`src/design/srp_defines.svh`:
```
// constants of the serial receive path select and status block
// assumes inclusion by bare name from package and modules
//
// Summary of operation
// - primary serial out driven only when enabled
// - redundant serial out driven only when enabled
// - rx byte launched on recovered or reference clock
// - idle flag marks presented idle character
// - special flag marks presented K character
// - error flag on code or disparity fault
// - bypass mode: flags carry bit8, bit9, comma
// - recovered clock from channel A or own
// - unused recovered clock: true low, complement high
// - common timing select times all receive byte, flag and status outputs, not the recovered clock pair
// - normal loop, select high: primary input used
// - normal loop, select low: redundant input used
// - two loopback bits pick normal, serial, parallel
// - primary detect hysteresis, registered with data
// - redundant detect hysteresis, launched with data
// - coding enable picks decoded or raw interface
// - half rate select divides recovered clock
`ifndef SRP_DEFINES_SVH
`define SRP_DEFINES_SVH

`define SRP_NUM_CH        4
`define SRP_FIFO_DEPTH    4
`define SRP_BYTE_W        8

// receive timing select codes
`define SRP_RM_OWN_REC    2'h0
`define SRP_RM_CHA_REC    2'h1
`define SRP_RM_REF_NOCLK  2'h2
`define SRP_RM_REF_OWN    2'h3
`define SRP_RM_REF_BIT    1

// loopback control codes
`define SRP_LB_NORMAL     2'h0
`define SRP_LB_PARALLEL   2'h1
`define SRP_LB_SERIAL_BIT 1

// idle level of the inverted recovered clock storage
`define SRP_RCLK_LOW      1'h0

`endif

```
`src/design/srp_pkg.sv`:
```
// types of the serial receive path select and status block
// assumes the defines header is on the include path
`include "srp_defines.svh"

package srp_pkg;

  // one word from the decoder
  typedef struct packed {
    logic [`SRP_BYTE_W-1:0] data;
    logic                   isIdle;
    logic                   isSpecial;
    logic                   codeErr;
    logic                   dispErr;
    logic                   raw8;
    logic                   raw9;
    logic                   comma;
  } srp_dec_word_t;

  // per-channel inputs from outside the clock domain
  typedef struct packed {
    logic       priIn;
    logic       redIn;
    logic       recClk;
    logic       priHi;
    logic       priLo;
    logic       redHi;
    logic       redLo;
    logic       txEnP;
    logic       txEnR;
    logic [1:0] lb;
    logic       rxSel;
  } srp_async_ch_t;

  // global inputs from outside the clock domain
  typedef struct packed {
    logic       reference_clock_in;
    logic       codingEn;
    logic [1:0] rmode;
    logic       halfRate;
  } srp_async_glb_t;

  // per-channel state of the path block
  typedef struct packed {
    logic                   timPrev;
    logic                   srcPrev;
    logic                   rclk;
    logic                   rclkInvN;
    logic                   priDetLive;
    logic                   redDetLive;
    logic [`SRP_BYTE_W-1:0] rxByte;
    logic                   rxValid;
    logic                   idleFlag;
    logic                   specFlag;
    logic                   errFlag;
    logic                   priDet;
    logic                   redDet;
    logic                   txBufErr;
    logic                   priOut;
    logic                   priOe;
    logic                   redOut;
    logic                   redOe;
    logic                   deserBit;
    logic                   parLoop;
  } srp_chan_state_t;

endpackage : srp_pkg

```
`src/design/srp_sync.sv`:
```
// two flip-flop synchroniser for a vector of asynchronous levels
// assumes each bit is an independent level
`timescale 1ns/100ps

module srp_sync
  import srp_pkg::*;
#(
  parameter int WIDTH = 1
) (
  // clock and reset
  input  wire logic             clk,
  input  wire logic             resetn,
  // levels
  input  wire logic [WIDTH-1:0] asyncIn,
  output logic      [WIDTH-1:0] syncOut
);

  typedef struct packed {
    logic [WIDTH-1:0] stage1;
    logic [WIDTH-1:0] stage2;
  } srp_sync_state_t;

  srp_sync_state_t st_ff;
  srp_sync_state_t nxt_st;

  always_comb begin
    nxt_st        = st_ff;
    nxt_st.stage1 = asyncIn;
    nxt_st.stage2 = st_ff.stage1;
  end

  always_ff @(posedge clk or negedge resetn) begin
    if (!resetn) begin
      st_ff <= '0;
    end else begin
      st_ff <= nxt_st;
    end
  end

  assign syncOut = st_ff.stage2;

endmodule : srp_sync

```
`src/design/srp_fifo.sv`:
```
// small word fifo with valid and ready on both sides
// assumes same clock on both sides
`timescale 1ns/100ps
`include "srp_defines.svh"

module srp_fifo
  import srp_pkg::*;
#(
  parameter int WIDTH = 8,
  parameter int DEPTH = `SRP_FIFO_DEPTH
) (
  // clock and reset
  input  wire logic             clk,
  input  wire logic             resetn,
  // fill side
  input  wire logic             inValid,
  output logic                  inReady,
  input  wire logic [WIDTH-1:0] inData,
  // drain side
  output logic                  outValid,
  input  wire logic             outReady,
  output logic      [WIDTH-1:0] outData
);

  localparam int PTR_W = (DEPTH > 1) ? $clog2(DEPTH) : 1;
  localparam int CNT_W = $clog2(DEPTH + 1);
  localparam logic [PTR_W-1:0] LAST = PTR_W'(DEPTH - 1);
  localparam logic [CNT_W-1:0] FULL = CNT_W'(DEPTH);

  typedef struct packed {
    logic [DEPTH-1:0][WIDTH-1:0] mem;
    logic [PTR_W-1:0]            wrPtr;
    logic [PTR_W-1:0]            rdPtr;
    logic [CNT_W-1:0]            count;
  } srp_fifo_state_t;

  srp_fifo_state_t st_ff;
  srp_fifo_state_t nxt_st;
  logic            push;
  logic            pop;

  always_comb begin
    nxt_st   = st_ff;
    inReady  = (st_ff.count != FULL);
    outValid = (st_ff.count != '0);
    outData  = st_ff.mem[st_ff.rdPtr];
    push     = inValid && inReady;
    pop      = outValid && outReady;
    if (push) begin
      nxt_st.mem[st_ff.wrPtr] = inData;
      nxt_st.wrPtr = (st_ff.wrPtr == LAST) ? '0 : st_ff.wrPtr + 1'b1;
    end
    if (pop) begin
      nxt_st.rdPtr = (st_ff.rdPtr == LAST) ? '0 : st_ff.rdPtr + 1'b1;
    end
    unique case ({push, pop})
      2'b10:   nxt_st.count = st_ff.count + 1'b1;
      2'b01:   nxt_st.count = st_ff.count - 1'b1;
      default: nxt_st.count = st_ff.count;
    endcase
  end

  always_ff @(posedge clk or negedge resetn) begin
    if (!resetn) begin
      st_ff <= '0;
    end else begin
      st_ff <= nxt_st;
    end
  end

endmodule : srp_fifo

```
`src/design/srp_rx_path.sv`:
```
// per-channel serial path select and receive output stage
// assumes decoder, serializer and deserializer run on clk;
// clocks and analog comparator levels arrive as async pins
`timescale 1ns/100ps
`include "srp_defines.svh"

module srp_rx_path
  import srp_pkg::*;
#(
  parameter int NUM_CH     = `SRP_NUM_CH,
  parameter int FIFO_DEPTH = `SRP_FIFO_DEPTH
) (
  // clock and reset
  input  wire logic                             clk,
  input  wire logic                             resetn,

  // global configuration pins
  input  wire logic                             codingEnable,
  input  wire logic [1:0]                       rxTimingSelect,
  input  wire logic                             halfRateSelect,
  input  wire logic                             referenceClockIn,

  // per-channel configuration pins
  input  wire logic [NUM_CH-1:0]                primaryTxEnable,
  input  wire logic [NUM_CH-1:0]                redundantTxEnable,
  input  wire logic [NUM_CH-1:0][1:0]           loopbackControl,
  input  wire logic [NUM_CH-1:0]                rxSourceSelect,

  // per-channel serial and analog pins
  input  wire logic [NUM_CH-1:0]                primarySerialIn,
  input  wire logic [NUM_CH-1:0]                redundantSerialIn,
  input  wire logic [NUM_CH-1:0]                recClkIn,
  input  wire logic [NUM_CH-1:0]                priAmpAboveHigh,
  input  wire logic [NUM_CH-1:0]                priAmpBelowLow,
  input  wire logic [NUM_CH-1:0]                redAmpAboveHigh,
  input  wire logic [NUM_CH-1:0]                redAmpBelowLow,

  // serializer side
  input  wire logic [NUM_CH-1:0]                txSerialBit,
  output logic      [NUM_CH-1:0]                primarySerialOut,
  output logic      [NUM_CH-1:0]                primarySerialOutEn,
  output logic      [NUM_CH-1:0]                redundantSerialOut,
  output logic      [NUM_CH-1:0]                redundantSerialOutEn,

  // deserializer side
  output logic      [NUM_CH-1:0]                deserInBit,
  output logic      [NUM_CH-1:0]                parallelLoopEnable,

  // decoder side
  input  wire logic [NUM_CH-1:0]                decValid,
  output logic      [NUM_CH-1:0]                decReady,
  input  wire srp_dec_word_t [NUM_CH-1:0]       decWord,

  // transmit skew buffer status
  input  wire logic [NUM_CH-1:0]                txSkewBufErrIn,

  // receive outputs
  output logic      [NUM_CH-1:0][`SRP_BYTE_W-1:0] rxDataByte,
  output logic      [NUM_CH-1:0]                rxDataValid,
  output logic      [NUM_CH-1:0]                idleDetectFlag,
  output logic      [NUM_CH-1:0]                specialCharFlag,
  output logic      [NUM_CH-1:0]                codeErrorFlag,
  output logic      [NUM_CH-1:0]                primarySignalDetect,
  output logic      [NUM_CH-1:0]                redundantSignalDetect,
  output logic      [NUM_CH-1:0]                txSkewBufferError,
  output logic      [NUM_CH-1:0]                recoveredClockOut,
  output logic      [NUM_CH-1:0]                recoveredClockOutInv
);

  localparam int CH_W  = $bits(srp_async_ch_t);
  localparam int GLB_W = $bits(srp_async_glb_t);
  localparam int SYN_W = CH_W * NUM_CH + GLB_W;

  // whole block state, one entry per channel
  typedef struct packed {
    srp_chan_state_t [NUM_CH-1:0] ch;
  } srp_main_state_t;

  // ==========================================================
  // input synchronisation
  // ==========================================================
  srp_async_ch_t [NUM_CH-1:0] rawCh;
  srp_async_ch_t [NUM_CH-1:0] syncCh;
  srp_async_glb_t             rawGlb;
  srp_async_glb_t             syncGlb;
  logic [SYN_W-1:0]           syncVec;

  always_comb begin
    rawGlb.reference_clock_in   = referenceClockIn;
    rawGlb.codingEn = codingEnable;
    rawGlb.rmode    = rxTimingSelect;
    rawGlb.halfRate = halfRateSelect;

    for (int c = 0; c < NUM_CH; c++) begin
      rawCh[c].priIn  = primarySerialIn[c];
      rawCh[c].redIn  = redundantSerialIn[c];
      rawCh[c].recClk = recClkIn[c];
      rawCh[c].priHi  = priAmpAboveHigh[c];
      rawCh[c].priLo  = priAmpBelowLow[c];
      rawCh[c].redHi  = redAmpAboveHigh[c];
      rawCh[c].redLo  = redAmpBelowLow[c];
      rawCh[c].txEnP  = primaryTxEnable[c];
      rawCh[c].txEnR  = redundantTxEnable[c];
      rawCh[c].lb     = loopbackControl[c];
      rawCh[c].rxSel  = rxSourceSelect[c];
    end
  end

  // every async pin level in rawCh and rawGlb passes two flip-flops
  srp_sync #(
    .WIDTH (SYN_W)
  ) u_sync (
    .clk     (clk),
    .resetn  (resetn),
    .asyncIn ({rawCh, rawGlb}),
    .syncOut (syncVec)
  );

  // same order as packed above
  assign {syncCh, syncGlb} = syncVec;

  // ==========================================================
  // decoder word buffers
  // ==========================================================
  logic          [NUM_CH-1:0] fifoValid;
  logic          [NUM_CH-1:0] fifoPop;
  srp_dec_word_t [NUM_CH-1:0] fifoWord;

  // one word buffer per channel
  for (genvar g = 0; g < NUM_CH; g++) begin : g_fifo
    srp_fifo #(
      .WIDTH ($bits(srp_dec_word_t)),
      .DEPTH (FIFO_DEPTH)
    ) u_fifo (
      .clk      (clk),
      .resetn   (resetn),
      .inValid  (decValid[g]),
      .inReady  (decReady[g]),
      .inData   (decWord[g]),
      .outValid (fifoValid[g]),
      .outReady (fifoPop[g]),
      .outData  (fifoWord[g])
    );
  end

  // ==========================================================
  // channel logic
  // ==========================================================
  srp_main_state_t st_ff;
  srp_main_state_t nxt_st;

  always_comb begin
    srp_async_ch_t   a;
    srp_chan_state_t s;
    srp_dec_word_t   w;
    logic            rclkSrc;
    logic            rclkUsed;
    logic            timLevel;
    logic            tick;
    logic            srcRise;

    a        = '0;
    s        = '0;
    w        = '0;
    rclkSrc  = 1'b0;
    rclkUsed = 1'b0;
    timLevel = 1'b0;
    tick     = 1'b0;
    srcRise  = 1'b0;

    nxt_st   = st_ff;

    for (int c = 0; c < NUM_CH; c++) begin
      a = syncCh[c];
      s = st_ff.ch[c];
      w = fifoWord[c];

      // recovered clock source: channel A or own
      rclkSrc  = (syncGlb.rmode == `SRP_RM_CHA_REC) ? syncCh[0].recClk
                                                     : a.recClk;
      rclkUsed = (syncGlb.rmode != `SRP_RM_REF_NOCLK);

      // launch reference for byte, flag, detect and status outputs; recovered clock pair follows rclkSrc
      timLevel = syncGlb.rmode[`SRP_RM_REF_BIT] ? syncGlb.reference_clock_in
                                                 : rclkSrc;
      tick     = timLevel && !s.timPrev;
      srcRise  = rclkSrc && !s.srcPrev;
      s.timPrev = timLevel;
      s.srcPrev = rclkSrc;

      // recovered clock outputs
      if (!rclkUsed) begin
        s.rclk     = `SRP_RCLK_LOW;
        s.rclkInvN = `SRP_RCLK_LOW;
      end else if (syncGlb.halfRate) begin
        if (srcRise) begin
          s.rclk     = !s.rclk;
          // copy the new level, output side inverts it
          s.rclkInvN = s.rclk;
        end
      end else begin
        s.rclk     = rclkSrc;
        s.rclkInvN = rclkSrc;
      end

      // signal detect hysteresis, held between thresholds
      if (a.priHi) begin
        s.priDetLive = 1'b1;
      end else if (a.priLo) begin
        s.priDetLive = 1'b0;
      end

      if (a.redHi) begin
        s.redDetLive = 1'b1;
      end else if (a.redLo) begin
        s.redDetLive = 1'b0;
      end

      // serial transmit drivers
      s.priOut = a.txEnP && txSerialBit[c];
      s.priOe  = a.txEnP;
      s.redOut = a.txEnR && txSerialBit[c];
      s.redOe  = a.txEnR;

      // deserializer source select
      if (a.lb[`SRP_LB_SERIAL_BIT]) begin
        s.deserBit = txSerialBit[c];
      end else if (a.rxSel) begin
        s.deserBit = a.priIn;
      end else begin
        s.deserBit = a.redIn;
      end
      s.parLoop = (a.lb == `SRP_LB_PARALLEL);

      // output launch, all fields in one cycle
      fifoPop[c] = tick;
      if (tick) begin
        s.priDet   = s.priDetLive;
        s.redDet   = s.redDetLive;
        s.txBufErr = txSkewBufErrIn[c];

        // empty buffer: byte and flags hold
        if (fifoValid[c]) begin
          s.rxByte = w.data;
          if (syncGlb.codingEn) begin
            s.idleFlag = w.isIdle;
            s.specFlag = w.isSpecial;
            s.errFlag  = w.codeErr || w.dispErr;
            s.rxValid  = !(w.codeErr || w.dispErr);
          end else begin
            s.idleFlag = w.comma;
            s.specFlag = w.raw8;
            s.errFlag  = w.raw9;
            s.rxValid  = 1'b1;
          end
        end
      end
      nxt_st.ch[c] = s;
    end
  end

  // all channel state in one register
  always_ff @(posedge clk or negedge resetn) begin
    if (!resetn) begin
      st_ff <= '0;
    end else begin
      st_ff <= nxt_st;
    end
  end

  // ==========================================================
  // outputs
  // ==========================================================
  always_comb begin
    for (int c = 0; c < NUM_CH; c++) begin
      // line and loopback drivers
      primarySerialOut[c]      = st_ff.ch[c].priOut;
      primarySerialOutEn[c]    = st_ff.ch[c].priOe;
      redundantSerialOut[c]    = st_ff.ch[c].redOut;
      redundantSerialOutEn[c]  = st_ff.ch[c].redOe;
      deserInBit[c]            = st_ff.ch[c].deserBit;
      parallelLoopEnable[c]    = st_ff.ch[c].parLoop;

      // byte and flags
      rxDataByte[c]            = st_ff.ch[c].rxByte;
      rxDataValid[c]           = st_ff.ch[c].rxValid;
      idleDetectFlag[c]        = st_ff.ch[c].idleFlag;
      specialCharFlag[c]       = st_ff.ch[c].specFlag;
      codeErrorFlag[c]         = st_ff.ch[c].errFlag;

      // detects and buffer status
      primarySignalDetect[c]   = st_ff.ch[c].priDet;
      redundantSignalDetect[c] = st_ff.ch[c].redDet;
      txSkewBufferError[c]     = st_ff.ch[c].txBufErr;

      // recovered clock pair
      recoveredClockOut[c]     = st_ff.ch[c].rclk;
      // stored inverted so reset gives complement high
      recoveredClockOutInv[c]  = !st_ff.ch[c].rclkInvN;
    end
  end

endmodule : srp_rx_path

```
`config.mk`:
```
export PLATFORM = sky130hd
export DESIGN_NAME = srp_rx_path
export DESIGN_NICKNAME = d
export VERILOG_FILES = /design/src/design/srp_pkg.sv /design/src/design/srp_sync.sv /design/src/design/srp_fifo.sv /design/src/design/srp_rx_path.sv
export VERILOG_INCLUDE_DIRS = /design/src /design/src/design
export SDC_FILE = /design/constraint.sdc
export NUM_CORES = 1
export LEC_CHECK = 0
export BUFFER_PORTS_ARGS = -buffer_cell sky130_fd_sc_hd__buf_4
export CAP_MARGIN = 20
export CORE_ASPECT_RATIO = 2
export CORE_MARGIN = 1.5
export CORE_UTILIZATION = 58
export DETAILED_ROUTE_END_ITERATION = 8
export PLACE_DENSITY_LB_ADDON = 0.12
export SLEW_MARGIN = 0
export SYNTH_ARGS = -nofsm -noshare
export SYNTH_HDL_FRONTEND = slang
export SYNTH_SLANG_ARGS = --single-unit
```
`constraint.sdc`:
```
create_clock -name clk -period 3.2 [get_ports clk]
set_clock_uncertainty 0.15 [all_clocks]
set_input_delay 0 -clock clk [delete_from_list [all_inputs] [get_ports clk]]
set_output_delay 0 -clock clk [all_outputs]
set_load 0.005 [all_outputs]
```
### After elaboration in Yosys (flattened, before gate mapping)

Cells that the tools add are included.
W data, S select, Z words.

* $add $sub $neg: 16
* order comparisons: 12
* equal/unequal tests: 30
* muxes and demuxes: 79
* reduce and logical (&&, ||, !) cells: 64

Operators by type and width (number)
* $bwmux W60: 4
* $bmux W15 S2: 4
* $demux W15 S2: 4
* $mux W15: 8
* $mux W2: 20
* $mux W1: 31
* $logic_and A1 B1 Y1: 28
* $eq A2 B2 Y1 const B: 12
* $lt A2 B3 Y1 const B: 8
* $ne A3 B3 Y1 const B: 8
* $pmux W3 S2: 4
* $logic_not A1 Y1: 20
* $eq A2 B1 Y1 const B: 9
* $add A2 B1 Y2 const B: 8
* $mux W4: 4
* $add A3 B1 Y3 const B: 4
* $reduce_bool A3 Y1: 4
* $sub A3 B1 Y3 const B: 4
* $ge A2 B1 Y1 const B: 4
* $reduce_and A2 Y1: 4
* $reduce_bool A2 Y1: 4
* $logic_or A1 B1 Y1: 4
* $ne A2 B2 Y1 const B: 1

* register bits after elaboration: 482
* input port bits: 127
* word-level logic and storage cells: 311

### Longest topological paths before layout

* depth in word-level cells: 7
* mapped depth: 11

### Modules after synthesis

A second synthesis with hierarchy kept.

* cell total of the unflattened synthesis: 1222
* area total of the unflattened synthesis: 20323.2 um^2

By module, submodules not included
* srp_fifo: instances 4, cells an instance 187, area an instance 3245.6 um^2, sequential area each 1676.6 um^2
* srp_rx_path: instances 1, cells an instance 368, area an instance 4688.2 um^2, sequential area each 2602.5 um^2
* srp_sync: instances 1, cells an instance 106, area an instance 2652.5 um^2, sequential area each 2652.5 um^2

### Worst setup path after synthesis

Ideal clock, no wire load.

* kind: flip-flop to flip-flop
* start: register u_sync.st_ff (netlist bit u_sync.syncOut[2])
* end: register g_fifo[2].u_fifo.st_ff[2] (netlist name)
* data arrival time: 2350 ps
* required time: 2971 ps
* slack: 621 ps
* stages on the path, launching flop included: 12
* path through: dfrtp_1 -> and2b_4 -> a211oi_4 -> and2_1 -> buf_6 -> buf_12 -> ha_1 -> inv_1 -> fa_1 -> xor2_1 -> nor2_1 -> xor2_1

* word-level cells in the longest chain between the ends: 7
* elaborated cells on any way between the ends: 9
* those cells by class: eq/ne: 3; mux: 3; reduce/logical: 3

RTL lines
* start, declared: RTL line srp_sync.sv:23 `srp_sync_state_t st_ff;`
* start signal, assigned: RTL line srp_sync.sv:36 `st_ff <= nxt_st;`
* $eq A2 B1 Y1 (no source line)
* $mux W1: RTL line srp_rx_path.sv:179 `` rclkSrc = (syncGlb.rmode == `SRP_RM_CHA_REC) ? syncCh[0].recClk ``
* $mux W1 (*): RTL line srp_rx_path.sv:184 `` timLevel = syncGlb.rmode[`SRP_RM_REF_BIT] ? syncGlb.reference_clock_in ``
* $logic_and A1 B1 Y1 (*): RTL line srp_rx_path.sv:186 `tick = timLevel && !s.timPrev;`
* $logic_and A1 B1 Y1 (*): RTL line srp_fifo.sv:48 `pop = outValid && outReady;`
* named net g_fifo[2].u_fifo.pop: RTL line srp_fifo.sv:40 `logic pop;`
* $eq A2 B1 Y1 / $eq A2 B2 Y1 (equally long branches): RTL line srp_fifo.sv:56 `unique case ({push, pop})`
* $pmux W3 S2 / $reduce_bool A2 Y1 (equally long branches)
* end signal, assigned: RTL line srp_fifo.sv:67 `st_ff <= nxt_st;`
* end, declared: RTL line srp_fifo.sv:37 `srp_fifo_state_t st_ff;`

The timed path passes the listed nets; every way through them passes the cells marked *.
A chain may end at the register's enable or synchronous reset.

### Worst setup path after layout

* start: register u_sync.st_ff (netlist bit u_sync.syncOut[1])
* end: register g_fifo[3].u_fifo.st_ff[2] (netlist name)

* word-level cells in the longest chain between the ends: 7
* elaborated cells on any way between the ends: 9
* those cells by class: eq/ne: 3; mux: 3; reduce/logical: 3

RTL lines (RTL line)
* $eq A2 B1 Y1 (no source line) (*)
* $mux W1 (*): srp_rx_path.sv:179
* $mux W1 (*): srp_rx_path.sv:184
* $logic_and A1 B1 Y1 (*): srp_rx_path.sv:186
* $logic_and A1 B1 Y1 (*): srp_fifo.sv:48
* named net g_fifo[3].u_fifo.pop: srp_fifo.sv:40
* $eq A2 B1 Y1 / $eq A2 B2 Y1 (equally long branches): srp_fifo.sv:56
* $pmux W3 S2 / $reduce_bool A2 Y1 (equally long branches)
* end signal, assigned: srp_fifo.sv:67
* end, declared: srp_fifo.sv:37

Marks and branches as above.

==> parameters.txt <==
Parameter                              Value

Clocking
  CTS max path bufs    3
  CTS sink cnt    478
  Clock transition time at the flip-flop clock pins of the worst setup and hold paths    0.07 ns
  CTS tree    built
  Number of buffers created by CTS    41
  Clock latency at the later pin of the worst-skew pair    0.54 ns
  H-tree levels    2
  Root buf cell    sky130_fd_sc_hd__clkbuf_16

Worst setup path
  WP data arrival    3.00 ns
  Maximum fanout along the worst path    7
  Ordered list of cells on the worst path    nand2b_1 -> a211oi_4 -> o31ai_4 -> inv_1 -> ha_1 -> inv_1 -> fa_1 -> xor2_1 -> nor2_1 -> xor2_1
  Critical Path Sink Type    flip-flop
  CP required    3.51 ns
  Slowest-stage cell, CP    sky130_fd_sc_hd__a211oi_4
  Delay of the slowest critical-path stage    0.51 ns
  Kind of launch point of the worst setup path    flip-flop
  Category of the critical setup timing path    flip-flop to flip-flop

Run
  MaxCap Viol Count    0

Global route
  Initial antenna violation count    0
  Maximum number of pins on one net before global-route repair    91
  Overflow left after global routing    0
  GRT Overall Usage    24.0%
  Vias in the first global route    12,271
  Global-route wire length before repair    65,100 um

Route
  Average wire per standard cell    19.7 um
  Detailed-routing iteration count for the pre-antenna-repair pass    4
  Final wirelength    40,300 um
  Antenna Nets Post-Route    0
  DRC viols    0
  DRC violation total after the first TritonRoute iteration    321
  Via Count    10,875
  Average via count per standard cell    5.32

Timing
  Fmax    0.373 GHz
  Actual slew at the worst max-slew pin    0.852 ns
  Total negative slack    0 ns
  Hold violation count in the final report    0
  Final period utilization    83.8%
  Max-slew headroom    43.2%
  RSZ-0062 raised after global routing    false
  Endpoints failing setup    0
  Min cycle time layout    2.68 ns
  Count of pins over their slew limit    0

Floorplanning
  Initial core utilization    59.0%
  Area inside the core boundary    32,900 um2
  Rows    94
  Vertical extent of the die    262 um
  Full die area    34,700 um2
  Width of the die    132 um
  Top Ports    223

Layout
  Area growth from synthesis to layout    24.6%
  Share of the core filled with cells    73.5%
  Antenna cell count    0
  Fraction of final layout cells sized beyond drive strength 1    43.1%
  Number of nets in the layout    1,736

Synthesis
  Number of nets produced by synthesis    1,405
  Most frequently used flop master after synthesis    sky130_fd_sc_hd__dfrtp_1
  Mean area per synthesized cell    15.5 um2
  Portion of synthesized cell area occupied by the leading cell type    61.5%
  Cell area after technology mapping    19,400 um2
  Synth top cells by count    478 x sky130_fd_sc_hd__dfrtp_1, 283 x sky130_fd_sc_hd__mux2_2, 94 x sky130_fd_sc_hd__buf_4, 52 x sky130_fd_sc_hd__mux4_2, 43 x sky130_fd_sc_hd__inv_1
  Largest cells by area after synthesis    sky130_fd_sc_hd__dfrtp_1 62%, sky130_fd_sc_hd__mux2_2 16%, sky130_fd_sc_hd__mux4_2 6.0%
  Most repeated cell in the gate-level netlist after synthesis    sky130_fd_sc_hd__dfrtp_1
  Number of distinct library cells after synthesis    44
  Number of enable-type register cells in the synthesized netlist    0
  Largest area contributor in the synthesized netlist    sky130_fd_sc_hd__dfrtp_1
  Synthesis-stage register bit count    478
  FFs w/ async S/R, synth    100%
  Synth Instances    1,250
  YS warnings    0
  Proportion of synthesized chip area in sequential cells    61.5%

Power and ir drop
  Power per Cell Area    899 nW/um2
  Reported leakage power    11.0 nW
  Peak VDD IR    0.601 mV

Min path
  Classification of the worst-slack hold path    input pin to flip-flop

Status
  Status    finished clean

Placement
  Routability congestion estimate    0.755
  IO buf count    222
  Dpl hpwl    24,300 um
stage by stage:
stage	setup slack, ns	std cells	power (mW)	instance area [um2]	hold slack, ns
2_1_floorplan	0.621	1250	14.7	19400	-0.446
3_3_place_gp	0.578	1789	16.0	20900	-0.0834
3_5_place_dp	0.498	1790	16.4	21000	-0.0736
4_1_cts	0.482	2046	22.0	24200	0.0633
5_1_grt	0.366	2046	23.0	24200	0.101
6_report	0.518	2046	21.8	24200	0.0962
timing repair:
action                                 in CTS  in global routing
buffers inserted                            0                  0
endpoints found under the hold margin     797                  0
resized for setup                           0                  0
setup endpoints to repair                   0                  0
hold buffers                              180                  0
critical path: cells and delay by family (launching register included):
kind / cells / cell delay, ns
AOI/OAI and AO/OA: 2 / 0.66
buffers and inverters: 2 / 0.14
xor gates and xnor gates: 2 / 0.29
and+or+nand+nor: 2 / 0.34
adders and majority gates: 2 / 0.55
DFF: 1 / 0.46
flip-flops by register name, summed over array words and instances (netlist names):
signal and cells:
deserInBit 4, recoveredClockOut 4, redundantSignalDetect 4, rxDataByte 32, primarySerialOut 4, g_fifo.u_fifo.st_ff 268, txSkewBufferError 4, parallelLoopEnable 4
u_sync.syncOut 53, redundantSerialOut 4, rxDataValid 4, specialCharFlag 4, redundantSerialOutEn 4, idleDetectFlag 4, primarySignalDetect 4, codeErrorFlag 4
primarySerialOutEn 4, u_sync.nxt_st 53, st_ff 16
layer usage:
layer  part of all wire (%)  track usage [%]  wire length, um
met3                    3.4             3.41             1380
met1                     38             27.7            15300
met2                     56             46.3            22800
met5                      0                0                0
met4                    2.1             6.59              831
report_power, final:
part	switching [mW]	internal, mW	leakage, nW
Clock	2.20	3.11	0.725
Sequential	1.44	8.25	5.65
Combinational	2.46	4.30	4.60
path summary, 6_finish.rpt:
kind	slack (ns)	endpoint	start	depth (start not counted)
max	0.52	g_fifo[3].u_fifo.st_ff[2]	u_sync.syncOut[1]	10
min in group asynchronous	0.48	u_sync.syncOut[20]	resetn	3
max in group asynchronous	1.41	g_fifo[0].u_fifo.st_ff[61]	resetn	4
min	0.1	redundantSerialOut[0]	txSerialBit[0]	3
max reg2reg	0.52	g_fifo[3].u_fifo.st_ff[2]	u_sync.syncOut[1]	10
min reg2reg	0.20	u_sync.syncOut[3]	u_sync.nxt_st[3]	0
cells by family after synthesis:
| group | Yosys count | share of synthesized area (%) |
|---|---|---|
| adders and majority gates | 28 | 1.96 |
| AOI/OAI and AO/OA | 67 | 2.59 |
| buffers and inverters | 175 | 5.56 |
| muxes | 367 | 24.7 |
| xor gates and xnor gates | 12 | 0.541 |
| and+or+nand+nor | 123 | 3.12 |
| DFF | 478 | 61.5 |
cell usage in the layout, fill, tap and decap left out, types with 31 or more instances in the layout:
master,netlist,routed
sky130_fd_sc_hd__buf_4,94,234
sky130_fd_sc_hd__clkbuf_16,0,43
sky130_fd_sc_hd__dfrtp_1,478,478
sky130_fd_sc_hd__dlygate4sd3_1,0,180
sky130_fd_sc_hd__inv_1,43,43
sky130_fd_sc_hd__mux2_2,283,283
sky130_fd_sc_hd__mux4_2,52,52
sky130_fd_sc_hd__nand2_1,36,36
sky130_fd_sc_hd__nor2_1,31,31
final cells by class:
class | count | area [um2]
multi-input combinational | 597 | 6410
timing repair buffer | 420 | 3680
clock buffer | 60 | 1240
sequential | 478 | 12000
clock inverter | 16 | 213
inverter | 43 | 161
tap | 432 | 541
fill | 2115 | 8720
(Power assumes the default switching activity.)
